$ cat src/hw/sbcwd_pkg.sv
// Behaviour
// - Normal-entry status reads 1 from power-up until Normal is first entered.
// - Reset origin: 01110 early trigger, 01111 overflow, 10000 illegal reconfiguration.
// - Reset origin: 00000 Off exit, 10001 external pin, 10010 Overtemp, 10011 undervoltage.
// - Window operation only in Normal; a trigger in the open half restarts the timer.
// - Timeout runs continuously; any trigger before expiry restarts the timer.
// - Timeout may serve as periodic wake-up source for the microcontroller.
// - Mode field bits 7:5 decode 001 Autonomous, 010 Timeout, 100 Window.
// - Window selected in Standby or Sleep runs as Timeout, switching to Window in Normal.
// - Changing mode or period in Normal forces reset, origin 10000, serial failure.
// - Period codes map to 8 to 4096 ms, shared by Window and Timeout.
// - Defaults: period 128 ms (0100), mode Timeout (010).
// - Every valid control write is a trigger restarting the timer.
// - New valid mode or period settings take effect immediately.
// - Undefined mode or period codes discard the write and raise serial failure.
// - Forced-normal enable keeps the watchdog off in every operating mode.
// - Autonomous: off with software-development, else Timeout in Normal, off elsewhere except Standby with receive pin low.
// - Standby Autonomous without software-development: Timeout when receive pin low.
// - Forced-normal from boot bit 3, software-development bit 2; presets 1 and 0.
// - Start-up undervoltage field: 00 90%, 01 80%, 10 70%, 11 60%; preset 00.
// - Watchdog state field: 00 off, 01 first half, 10 second half.
// - Read-only bits show forced-normal and software-development activity.
// - Window overflow or first-half trigger performs a system reset.
// - Timeout overflow captures a failure event; overflow with one pending resets.
// - Autonomous Standby wake-up drives receive pin low and restarts Timeout.
package sbcwd_pkg;

	////////////////////////////////////////////////////////////////////////////
	// Register offsets.
	localparam logic [6:0] ADDR_WATCHDOG_CONTROL = 7'h00;
	localparam logic [6:0] ADDR_MAIN_STATUS = 7'h03;
	localparam logic [6:0] ADDR_WATCHDOG_STATUS = 7'h05;
	localparam logic [6:0] ADDR_BOOT_CONFIGURATION = 7'h74;

	// Field positions.
	localparam int MODE_LSB = 5;
	localparam int PERIOD_LSB = 0;
	localparam int BOOT_FN_BIT = 3;
	localparam int BOOT_SD_BIT = 2;
	localparam int BOOT_UV_LSB = 4;

	////////////////////////////////////////////////////////////////////////////
	// Mode and period codes.
	localparam logic [2:0] MODE_AUTONOMOUS = 3'h1;
	localparam logic [2:0] MODE_TIMEOUT = 3'h2;
	localparam logic [2:0] MODE_WINDOW = 3'h4;
	localparam logic [3:0] PER_8 = 4'h8;
	localparam logic [3:0] PER_16 = 4'h1;
	localparam logic [3:0] PER_32 = 4'h2;
	localparam logic [3:0] PER_64 = 4'hB;
	localparam logic [3:0] PER_128 = 4'h4;
	localparam logic [3:0] PER_256 = 4'hD;
	localparam logic [3:0] PER_1024 = 4'hE;
	localparam logic [3:0] PER_4096 = 4'h7;

	// Values after reset.
	localparam logic [2:0] RST_MODE = MODE_TIMEOUT;
	localparam logic [2:0] RST_MODE_SWDEV = MODE_AUTONOMOUS;
	localparam logic [3:0] RST_PERIOD = PER_128;
	localparam logic [3:0] RST_BOOT_FIELDS = 4'h2;
	localparam logic RST_NORMAL_ENTRY_PENDING = 1'b1;

	// Reset origin codes.
	localparam logic [4:0] ORG_OFF_EXIT = 5'h00;
	localparam logic [4:0] ORG_EARLY = 5'h0E;
	localparam logic [4:0] ORG_OVERFLOW = 5'h0F;
	localparam logic [4:0] ORG_ILLEGAL = 5'h10;
	localparam logic [4:0] ORG_EXT_PIN = 5'h11;
	localparam logic [4:0] ORG_OVERTEMP = 5'h12;
	localparam logic [4:0] ORG_UNDERVOLT = 5'h13;

	// Watchdog state field and undervoltage percentages.
	localparam logic [1:0] WDS_OFF = 2'h0;
	localparam logic [1:0] WDS_FIRST = 2'h1;
	localparam logic [1:0] WDS_SECOND = 2'h2;
	localparam logic [6:0] UV_PCT_00 = 7'h5A;
	localparam logic [6:0] UV_PCT_01 = 7'h50;
	localparam logic [6:0] UV_PCT_10 = 7'h46;
	localparam logic [6:0] UV_PCT_11 = 7'h3C;

	////////////////////////////////////////////////////////////////////////////
	// Timebase: one millisecond tick derived from the core clock.
	localparam int CLK_PERIOD_NS = 50;
	localparam int TICK_TIME_US = 1000;
	localparam int TICK_CYCLES = TICK_TIME_US * 1000 / CLK_PERIOD_NS;

	////////////////////////////////////////////////////////////////////////////
	// Chip operating mode, one-hot, supplied by the mode controller.
	typedef enum logic [6:0] {
		CHIP_OFF = 7'h01,
		CHIP_FORCED_NORMAL = 7'h02,
		CHIP_STANDBY = 7'h04,
		CHIP_NORMAL = 7'h08,
		CHIP_RESET = 7'h10,
		CHIP_OVERTEMP = 7'h20,
		CHIP_SLEEP = 7'h40
	} sbcwd_chip_mode_t;

	// Effective watchdog operation.
	typedef enum logic [2:0] {
		WD_OFF = 3'h1,
		WD_TIMEOUT = 3'h2,
		WD_WINDOW = 3'h4
	} sbcwd_wd_state_t;

	// One register access as delivered by the serial frame decoder.
	typedef struct packed {
		logic wr;
		logic rd;
		logic [6:0] addr;
		logic [7:0] wdata;
	} sbcwd_reg_req_t;

endpackage

$ cat src/hw/sbcwd_watchdog.sv
`timescale 1ns/1ns
// Watchdog supervisor with its register file.
module sbcwd_watchdog import sbcwd_pkg::*; #(
	parameter int unsigned TICK_CYC = TICK_CYCLES
) (
	input wire logic core_clk_i,
	input wire logic nrst_i,
	input wire sbcwd_reg_req_t reg_req_i,
	input wire sbcwd_chip_mode_t chip_mode_i,
	input wire logic rxd_low_i,
	input wire logic wake_up_captured_i,
	input wire logic wake_clear_i,
	input wire logic failure_clear_i,
	input wire logic serial_failure_enable_i,
	input wire logic off_exit_i,
	input wire logic overtemp_exit_i,
	input wire logic undervoltage_i,
	input wire logic reset_pin_low_i,
	output logic [7:0] reg_rdata_o,
	output logic sys_reset_req_o,
	output logic serial_failure_event_o,
	output logic supervisor_failure_event_o,
	output logic wake_signal_low_o,
	output logic [1:0] supervisor_state_o,
	output logic forced_normal_enable_o,
	output logic software_dev_enable_o,
	output logic [1:0] startup_undervoltage_level_o,
	output logic [6:0] undervoltage_percent_o
);

	////////////////////////////////////////////////////////////////////////////
	// State.
	logic [2:0] supervisor_mode_select;
	logic [3:0] supervisor_period_select;
	logic forced_normal_enable;
	logic software_dev_enable;
	logic [1:0] startup_undervoltage_level;
	logic normal_entry_pending;
	logic [4:0] reset_origin;
	logic failure_pending;
	logic wake_low;
	logic [12:0] count;
	sbcwd_wd_state_t wd_state;
	sbcwd_wd_state_t next_wd_state;

	logic tick;
	logic wr_mode_ok;
	logic wr_period_ok;
	logic [12:0] wr_period_ms;
	logic [12:0] period_ms;
	logic [2:0] wr_mode;
	logic [3:0] wr_period;
	logic wr_ctrl;
	logic wr_boot;
	logic code_ok;
	logic changed;
	logic illegal;
	logic accept;
	logic bad_code;
	logic wake_restart;
	logic running;
	logic overflow;
	logic early;
	logic fail_reset;
	logic restart;
	logic [12:0] count_inc;
	logic [12:0] half_ms;
	logic eff_rxd_low;

	////////////////////////////////////////////////////////////////////////////
	// Timebase and code decoders.
	sbcwd_tick_gen #(
		.CYCLES(TICK_CYC)
	) u_tick (
		.core_clk_i(core_clk_i),
		.nrst_i(nrst_i),
		.tick_o(tick)
	);

	// Checks the incoming write.
	sbcwd_code_check u_wr_check (
		.mode_code_i(wr_mode),
		.period_code_i(wr_period),
		.mode_ok_o(wr_mode_ok),
		.period_ok_o(wr_period_ok),
		.period_ms_o(wr_period_ms)
	);

	// Decodes the stored period for the running timer.
	sbcwd_code_check u_cur_check (
		.mode_code_i(supervisor_mode_select),
		.period_code_i(supervisor_period_select),
		.mode_ok_o(),
		.period_ok_o(),
		.period_ms_o(period_ms)
	);

	////////////////////////////////////////////////////////////////////////////
	// Write classification.
	assign wr_mode = reg_req_i.wdata[MODE_LSB +: 3];
	assign wr_period = reg_req_i.wdata[PERIOD_LSB +: 4];
	assign wr_ctrl = reg_req_i.wr && (reg_req_i.addr == ADDR_WATCHDOG_CONTROL);
	assign wr_boot = reg_req_i.wr && (reg_req_i.addr == ADDR_BOOT_CONFIGURATION);
	assign code_ok = wr_mode_ok && wr_period_ok;
	assign changed = (wr_mode != supervisor_mode_select) || (wr_period != supervisor_period_select);
	// Reconfiguration in Normal is refused, relying on software to change it in Standby.
	assign illegal = wr_ctrl && code_ok && changed && (chip_mode_i == CHIP_NORMAL);
	assign accept = wr_ctrl && code_ok && !illegal;
	assign bad_code = wr_ctrl && !code_ok;

	////////////////////////////////////////////////////////////////////////////
	// Effective watchdog operation from mode field, chip mode and boot bits.
	assign eff_rxd_low = rxd_low_i || wake_low;
	always_comb begin
		next_wd_state = WD_OFF;
		if (!forced_normal_enable && (chip_mode_i != CHIP_FORCED_NORMAL)) begin
			case (chip_mode_i)
				CHIP_NORMAL: begin
					if (supervisor_mode_select == MODE_WINDOW) begin
						next_wd_state = WD_WINDOW;
					end else if (supervisor_mode_select == MODE_TIMEOUT) begin
						next_wd_state = WD_TIMEOUT;
					end else if (!software_dev_enable) begin
						next_wd_state = WD_TIMEOUT;
					end
				end
				CHIP_STANDBY: begin
					// Window waits for Normal; Timeout here doubles as cyclic wake-up.
					if (supervisor_mode_select != MODE_AUTONOMOUS) begin
						next_wd_state = WD_TIMEOUT;
					end else if (!software_dev_enable && eff_rxd_low) begin
						next_wd_state = WD_TIMEOUT;
					end
				end
				CHIP_SLEEP: begin
					if (supervisor_mode_select != MODE_AUTONOMOUS) begin
						next_wd_state = WD_TIMEOUT;
					end
				end
				default: next_wd_state = WD_OFF;
			endcase
		end
	end

	////////////////////////////////////////////////////////////////////////////
	// Timer events.
	assign running = (wd_state != WD_OFF);
	assign count_inc = 13'(count + 13'h0001);
	assign half_ms = period_ms >> 1;
	assign overflow = running && tick && (count_inc >= period_ms);
	assign early = accept && (wd_state == WD_WINDOW) && (count < half_ms);
	assign fail_reset = overflow && ((wd_state == WD_WINDOW) || failure_pending);
	assign wake_restart = wake_up_captured_i && (chip_mode_i == CHIP_STANDBY) &&
		(supervisor_mode_select == MODE_AUTONOMOUS);
	assign restart = accept || wake_restart || (wd_state != next_wd_state);

	// Effective state register.
	always_ff @(posedge core_clk_i or negedge nrst_i) begin
		if (!nrst_i) begin
			wd_state <= WD_OFF;
		end else begin
			wd_state <= next_wd_state;
		end
	end

	// Millisecond counter; a trigger or new setting restarts it at once.
	always_ff @(posedge core_clk_i or negedge nrst_i) begin
		if (!nrst_i) begin
			count <= 13'h0000;
		end else if (restart) begin
			count <= 13'h0000;
		end else if (overflow) begin
			count <= 13'h0000;
		end else if (running && tick) begin
			count <= count_inc;
		end
	end

	////////////////////////////////////////////////////////////////////////////
	// Control register; reloaded with defaults while the chip sits in Reset.
	always_ff @(posedge core_clk_i or negedge nrst_i) begin
		if (!nrst_i) begin
			supervisor_mode_select <= RST_MODE;
			supervisor_period_select <= RST_PERIOD;
		end else if (chip_mode_i == CHIP_RESET) begin
			supervisor_mode_select <= software_dev_enable ? RST_MODE_SWDEV : RST_MODE;
			supervisor_period_select <= RST_PERIOD;
		end else if (accept) begin
			supervisor_mode_select <= wr_mode;
			supervisor_period_select <= wr_period;
		end
	end

	// Boot configuration; stands in for non-volatile storage with factory presets.
	always_ff @(posedge core_clk_i or negedge nrst_i) begin
		if (!nrst_i) begin
			{startup_undervoltage_level, forced_normal_enable, software_dev_enable} <= RST_BOOT_FIELDS;
		end else if (wr_boot) begin
			startup_undervoltage_level <= reg_req_i.wdata[BOOT_UV_LSB +: 2];
			forced_normal_enable <= reg_req_i.wdata[BOOT_FN_BIT];
			software_dev_enable <= reg_req_i.wdata[BOOT_SD_BIT];
		end
	end

	////////////////////////////////////////////////////////////////////////////
	// Failure flag: a Timeout overflow sets it only while it is clear; once set, the clear wins over an overflow in the same cycle.
	always_ff @(posedge core_clk_i or negedge nrst_i) begin
		if (!nrst_i) begin
			failure_pending <= 1'b0;
		end else if (overflow && (wd_state == WD_TIMEOUT) && !failure_pending) begin
			failure_pending <= 1'b1;
		end else if (failure_clear_i) begin
			failure_pending <= 1'b0;
		end
	end

	// Wake-up signalling on the receive pin, set wins over clear.
	always_ff @(posedge core_clk_i or negedge nrst_i) begin
		if (!nrst_i) begin
			wake_low <= 1'b0;
		end else if (wake_restart) begin
			wake_low <= 1'b1;
		end else if (wake_clear_i) begin
			wake_low <= 1'b0;
		end
	end

	// Normal-entry flag: set at power-up, cleared on the first Normal entry.
	always_ff @(posedge core_clk_i or negedge nrst_i) begin
		if (!nrst_i) begin
			normal_entry_pending <= RST_NORMAL_ENTRY_PENDING;
		end else if (off_exit_i) begin
			normal_entry_pending <= RST_NORMAL_ENTRY_PENDING;
		end else if (chip_mode_i == CHIP_NORMAL) begin
			normal_entry_pending <= 1'b0;
		end
	end

	// Reset origin; supply and temperature events outrank watchdog causes.
	always_ff @(posedge core_clk_i or negedge nrst_i) begin
		if (!nrst_i) begin
			reset_origin <= ORG_OFF_EXIT;
		end else if (off_exit_i) begin
			reset_origin <= ORG_OFF_EXIT;
		end else if (overtemp_exit_i) begin
			reset_origin <= ORG_OVERTEMP;
		end else if (undervoltage_i) begin
			reset_origin <= ORG_UNDERVOLT;
		end else if (reset_pin_low_i) begin
			reset_origin <= ORG_EXT_PIN;
		end else if (illegal) begin
			reset_origin <= ORG_ILLEGAL;
		end else if (early) begin
			reset_origin <= ORG_EARLY;
		end else if (fail_reset) begin
			reset_origin <= ORG_OVERFLOW;
		end
	end

	////////////////////////////////////////////////////////////////////////////
	// Event outputs, one-cycle pulses.
	always_ff @(posedge core_clk_i or negedge nrst_i) begin
		if (!nrst_i) begin
			sys_reset_req_o <= 1'b0;
			serial_failure_event_o <= 1'b0;
		end else begin
			sys_reset_req_o <= illegal || early || fail_reset;
			serial_failure_event_o <= serial_failure_enable_i && (illegal || bad_code);
		end
	end

	// Level outputs mirrored in flops.
	always_ff @(posedge core_clk_i or negedge nrst_i) begin
		if (!nrst_i) begin
			supervisor_state_o <= WDS_OFF;
			supervisor_failure_event_o <= 1'b0;
			wake_signal_low_o <= 1'b0;
			forced_normal_enable_o <= 1'b0;
			software_dev_enable_o <= 1'b0;
			startup_undervoltage_level_o <= 2'h0;
			undervoltage_percent_o <= UV_PCT_00;
		end else begin
			if (wd_state == WD_OFF) begin
				supervisor_state_o <= WDS_OFF;
			end else begin
				supervisor_state_o <= (count < half_ms) ? WDS_FIRST : WDS_SECOND;
			end
			supervisor_failure_event_o <= failure_pending;
			wake_signal_low_o <= wake_low;
			forced_normal_enable_o <= forced_normal_enable;
			software_dev_enable_o <= software_dev_enable;
			startup_undervoltage_level_o <= startup_undervoltage_level;
			case (startup_undervoltage_level)
				2'h0: undervoltage_percent_o <= UV_PCT_00;
				2'h1: undervoltage_percent_o <= UV_PCT_01;
				2'h2: undervoltage_percent_o <= UV_PCT_10;
				default: undervoltage_percent_o <= UV_PCT_11;
			endcase
		end
	end

	////////////////////////////////////////////////////////////////////////////
	// Read port; data appears the cycle after the read strobe, unmapped reads zero.
	always_ff @(posedge core_clk_i or negedge nrst_i) begin
		if (!nrst_i) begin
			reg_rdata_o <= 8'h00;
		end else if (reg_req_i.rd) begin
			case (reg_req_i.addr)
				ADDR_WATCHDOG_CONTROL: reg_rdata_o <= {supervisor_mode_select, 1'b0, supervisor_period_select};
				ADDR_MAIN_STATUS: reg_rdata_o <= {2'h0, normal_entry_pending, reset_origin};
				ADDR_WATCHDOG_STATUS: reg_rdata_o <= {4'h0, (chip_mode_i == CHIP_FORCED_NORMAL),
					software_dev_enable, supervisor_state_o};
				ADDR_BOOT_CONFIGURATION: reg_rdata_o <= {2'h0, startup_undervoltage_level,
					forced_normal_enable, software_dev_enable, 2'h0};
				default: reg_rdata_o <= 8'h00;
			endcase
		end
	end

endmodule // sbcwd_watchdog

$ cat src/hw/sbcwd_code_check.sv
`timescale 1ns/1ns
// Checks mode and period codes and gives the period in milliseconds.
module sbcwd_code_check import sbcwd_pkg::*; (
	input wire logic [2:0] mode_code_i,
	input wire logic [3:0] period_code_i,
	output logic mode_ok_o,
	output logic period_ok_o,
	output logic [12:0] period_ms_o
);

	// Only three mode codes are legal; redundancy rejects single-bit slips.
	always_comb begin
		mode_ok_o = (mode_code_i == MODE_AUTONOMOUS) || (mode_code_i == MODE_TIMEOUT) ||
			(mode_code_i == MODE_WINDOW);
	end

	// Period lookup; unknown codes report zero and are flagged.
	always_comb begin
		period_ok_o = 1'b1;
		case (period_code_i)
			PER_8: period_ms_o = 13'h0008;
			PER_16: period_ms_o = 13'h0010;
			PER_32: period_ms_o = 13'h0020;
			PER_64: period_ms_o = 13'h0040;
			PER_128: period_ms_o = 13'h0080;
			PER_256: period_ms_o = 13'h0100;
			PER_1024: period_ms_o = 13'h0400;
			PER_4096: period_ms_o = 13'h1000;
			default: begin
				period_ms_o = 13'h0000;
				period_ok_o = 1'b0;
			end
		endcase
	end

endmodule // sbcwd_code_check

$ cat src/hw/sbcwd_tick_gen.sv
`timescale 1ns/1ns
// Free-running millisecond tick, independent of any register traffic.
module sbcwd_tick_gen #(
	parameter int unsigned CYCLES = 20000
) (
	input wire logic core_clk_i,
	input wire logic nrst_i,
	output logic tick_o
);

	localparam int W = $clog2(CYCLES);
	localparam logic [W-1:0] LAST = W'(CYCLES - 1);

	logic [W-1:0] count;

	// Divider; never reset by bus activity so timing continues when idle.
	always_ff @(posedge core_clk_i or negedge nrst_i) begin
		if (!nrst_i) begin
			count <= '0;
			tick_o <= 1'b0;
		end else begin
			tick_o <= (count == LAST);
			count <= (count == LAST) ? '0 : W'(count + 1'b1);
		end
	end

endmodule // sbcwd_tick_gen

$ cat config.mk
export PLATFORM = sky130hd
export DESIGN_NAME = sbcwd_watchdog
export DESIGN_NICKNAME = d
export VERILOG_FILES = /design/src/hw/sbcwd_pkg.sv /design/src/hw/sbcwd_watchdog.sv /design/src/hw/sbcwd_code_check.sv /design/src/hw/sbcwd_tick_gen.sv
export SDC_FILE = /design/constraint.sdc
export NUM_CORES = 1
export LEC_CHECK = 0
export ABC_CLOCK_PERIOD_IN_PS = 4900
export BUFFER_PORTS_ARGS = -buffer_cell sky130_fd_sc_hd__buf_2
export CORE_MARGIN = 2
export CORE_UTILIZATION = 45
export CTS_CLUSTER_DIAMETER = 200
export DETAILED_ROUTE_END_ITERATION = 16
export GPL_ROUTABILITY_DRIVEN = 0
export SLEW_MARGIN = 40
export SYNTH_ARGS = -nofsm -noshare
export SYNTH_HDL_FRONTEND = slang
export SYNTH_SLANG_ARGS = --single-unit
$ cat constraint.sdc
create_clock -name core_clk_i -period 4.9 [get_ports core_clk_i]
set_input_delay 0.98 -clock core_clk_i [delete_from_list [all_inputs] [get_ports core_clk_i]]
set_output_delay 0.98 -clock core_clk_i [all_outputs]
set_load 0.05 [all_outputs]
==> metrics.txt <==
status=completed; Post-CTS Setup Bufs=0; post-place setup slack=1.44 ns; Post-synth EDFFs=0; first-pass GRT wire length=16.0 mm; final setup vio count=0; drt total wl=9.84 mm; # port buffers=58; CTS sink count=74; TritonCTS clock tree=done; Compound-Gate Fraction of Synth Area=0.135; CTS buffer count=9; Reg area=1860 um^2; 1st-pass router iterations=4; die height=103 um; # diodes=0; Post-Synth Adder-Cell Area=0.0628; Slew Limit Fails=0; CP max stage cell=or4b_2; Final period util=0.707; final worst path period need=3.46 ns; core area=9590 um^2; DRC viols=0; wire length per cell=15.4 um; starting density of the core=0.457; Root Driver=clkbuf_8; cell area after synthesis=4380 um^2; Setup CP Type=flip-flop to flip-flop; Synth Net Count=510; filler cell count=904; synth-to-layout area growth=13.2%; vias per cell=5.48; Post-CTS Resized=0; commonest cells after routing, fill and taps aside=dfrtp_1 (65), buf_2 (57), nor2_1 (43); crit path max fanout=18; global routing usage on met2=0.328; Hold WC Path Type=flip-flop to flip-flop; worst-path cell chain=or4b_2 > ha_1 > or3b_2 > a31oi_1 > o31ai_1 > o31ai_4 > o31a_1 > a311oi_2; GRT overflow=0; Top delay family on crit path=compound AO/OA/AOI/OAI gates; FFs w/ async S/R, synth=1.00; crit path buf inv count=0; slowest stage delay, CP=0.74 ns; Hold-fix buffers, CTS=0; sequential area share after synthesis=0.425; simple-gate share of the synthesized area=0.227; Routed Antenna Nets=0; Row Count=36; Layout Nets=557; vias in the first global route=3295; Syn Area/Cell=9.67 um^2; post-synthesis register bit count=74; DR iter-0 viols=129; met1 Usage GRT=0.249; combinational family with the most area after synthesis=simple AND/OR/NAND/NOR gates; pwr/cell area=271 nW/um^2; Synth cell types=65; layout cells sized above 1=0.210; initial antenna violation count=0; Reg clk slew, reported paths=0.08 ns; DR vias=3494; CP arrival=3.68 ns; Die Area=10500 um^2; Die Wd=103 um; worst skew pair latency=0.35 ns; Slew HR=0.494; endpoint class of the critical path=flip-flop; met3 Use GR=0.0325; mux cell area share after synthesis=0.0288; Setup crit start kind=flip-flop; commonest register cell after synthesis=dfrtp_1; DP HPWL=7.24 mm; Post-Syn Instances=453; multi-input logic area=2330 um^2; Bufs on Longest Clock Path=2; final setup TNS=0 ns; Slew @ Worst Pin=0.759 ns; final hold violation count=0; critical path required time=5.12 ns; Max Clock Skew=0.00836 ns; Max Freq=0.289 GHz; peak supply drop=0.133 mV; setup ws final=1.44 ns; XOR/XNOR Fraction of Synth Area=0.0760; max_cap viols=0; leakage power total=2.22 nW; GRT Util Overall=0.197; RSZ-0062 raised after global routing=false; warnings from Yosys=0; Ports=60; H-tree depth=3; grt peak-use layer=met2; largest net degree at the start of global routing=40; most common cell after layout, fill and taps aside=dfrtp_1
cell usage after synthesis (10+ instances only):
master	instances	share of area
o21ai_0	10	0.011
ha_1	22	0.063
xor2_1	10	0.020
xnor2_1	28	0.056
nor2_1	43	0.037
clkbuf_1	15	0.013
a21oi_1	18	0.021
nand3_1	22	0.025
inv_1	23	0.020
dfrtp_1	65	0.37
nor3_1	10	0.011
nand2_1	31	0.027
sequential cells by signal, summed over array words and instances (netlist names), 2 cells and up:
signal	cells
startup_undervoltage_level	2
undervoltage_percent_o	6
reset_origin	4
count	13
reg_rdata_o	8
startup_undervoltage_level_o	2
supervisor_state_o	2
supervisor_mode_select	3
supervisor_period_select	4
u_tick.count	15
wd_state	3
path summary, 6_finish.rpt:
path | start | end | slack (ns) | cells after the start
min | wake_low | wake_signal_low_o | 0.43 | 0
min reg2reg | wake_low | wake_signal_low_o | 0.43 | 0
min in group asynchronous | nrst_i | undervoltage_percent_o[2] | 0.58 | 1
max in group asynchronous | nrst_i | wd_state[0] | 3.42 | 2
max | supervisor_period_select[1] | reset_origin[1] | 1.44 | 8
max reg2reg | supervisor_period_select[1] | reset_origin[1] | 1.44 | 8
logic make-up (layout without fill, tap and decap cells):
group           Yosys count  count (layout)
compound gates           81              81
xor+xnor                 38              38
fa+ha+maj                22              22
buf+inv                  46              98
flops                    74              74
mux                      12              12
other cells               1               1
simple gates            179             179
final cells by class:
type / instances / share of cell area
Clock buffer: 10 / 0.0257
Tap cell: 133 / 0.0336
Multi-Input combinational cell: 333 / 0.469
Inverter: 23 / 0.0174
Timing Repair Buffer: 59 / 0.0605
Clock inverter: 6 / 0.0182
Sequential cell: 74 / 0.376
metal layers:
layer,part of all wire,vias up
li1,-,1727
met1,0.46,1667
met2,0.47,81
met3,0.042,19
met4,0.027,0
met5,0,-
power breakdown:
group	internal [mW]	switching, mW	leakage [nW]	total [mW]
registers	0.633	0.0229	0.980	0.656
clock network	0.289	0.236	0.107	0.525
logic	0.0585	0.104	1.13	0.163
through the flow:
stage	total power, mW	utilization	hold WS (ns)	cell area, um^2	instances
after floorplan	0.773	-	0.374	4380	453
after global placement	0.828	0.494	0.397	4740	622
after detailed placement	0.831	0.494	0.406	4740	622
after CTS	1.36	0.516	0.424	4950	638
after global routing	1.40	0.517	0.443	4960	638
final	1.34	0.517	0.426	4960	638
No activity file was read; power rests on OpenSTA's default activity.
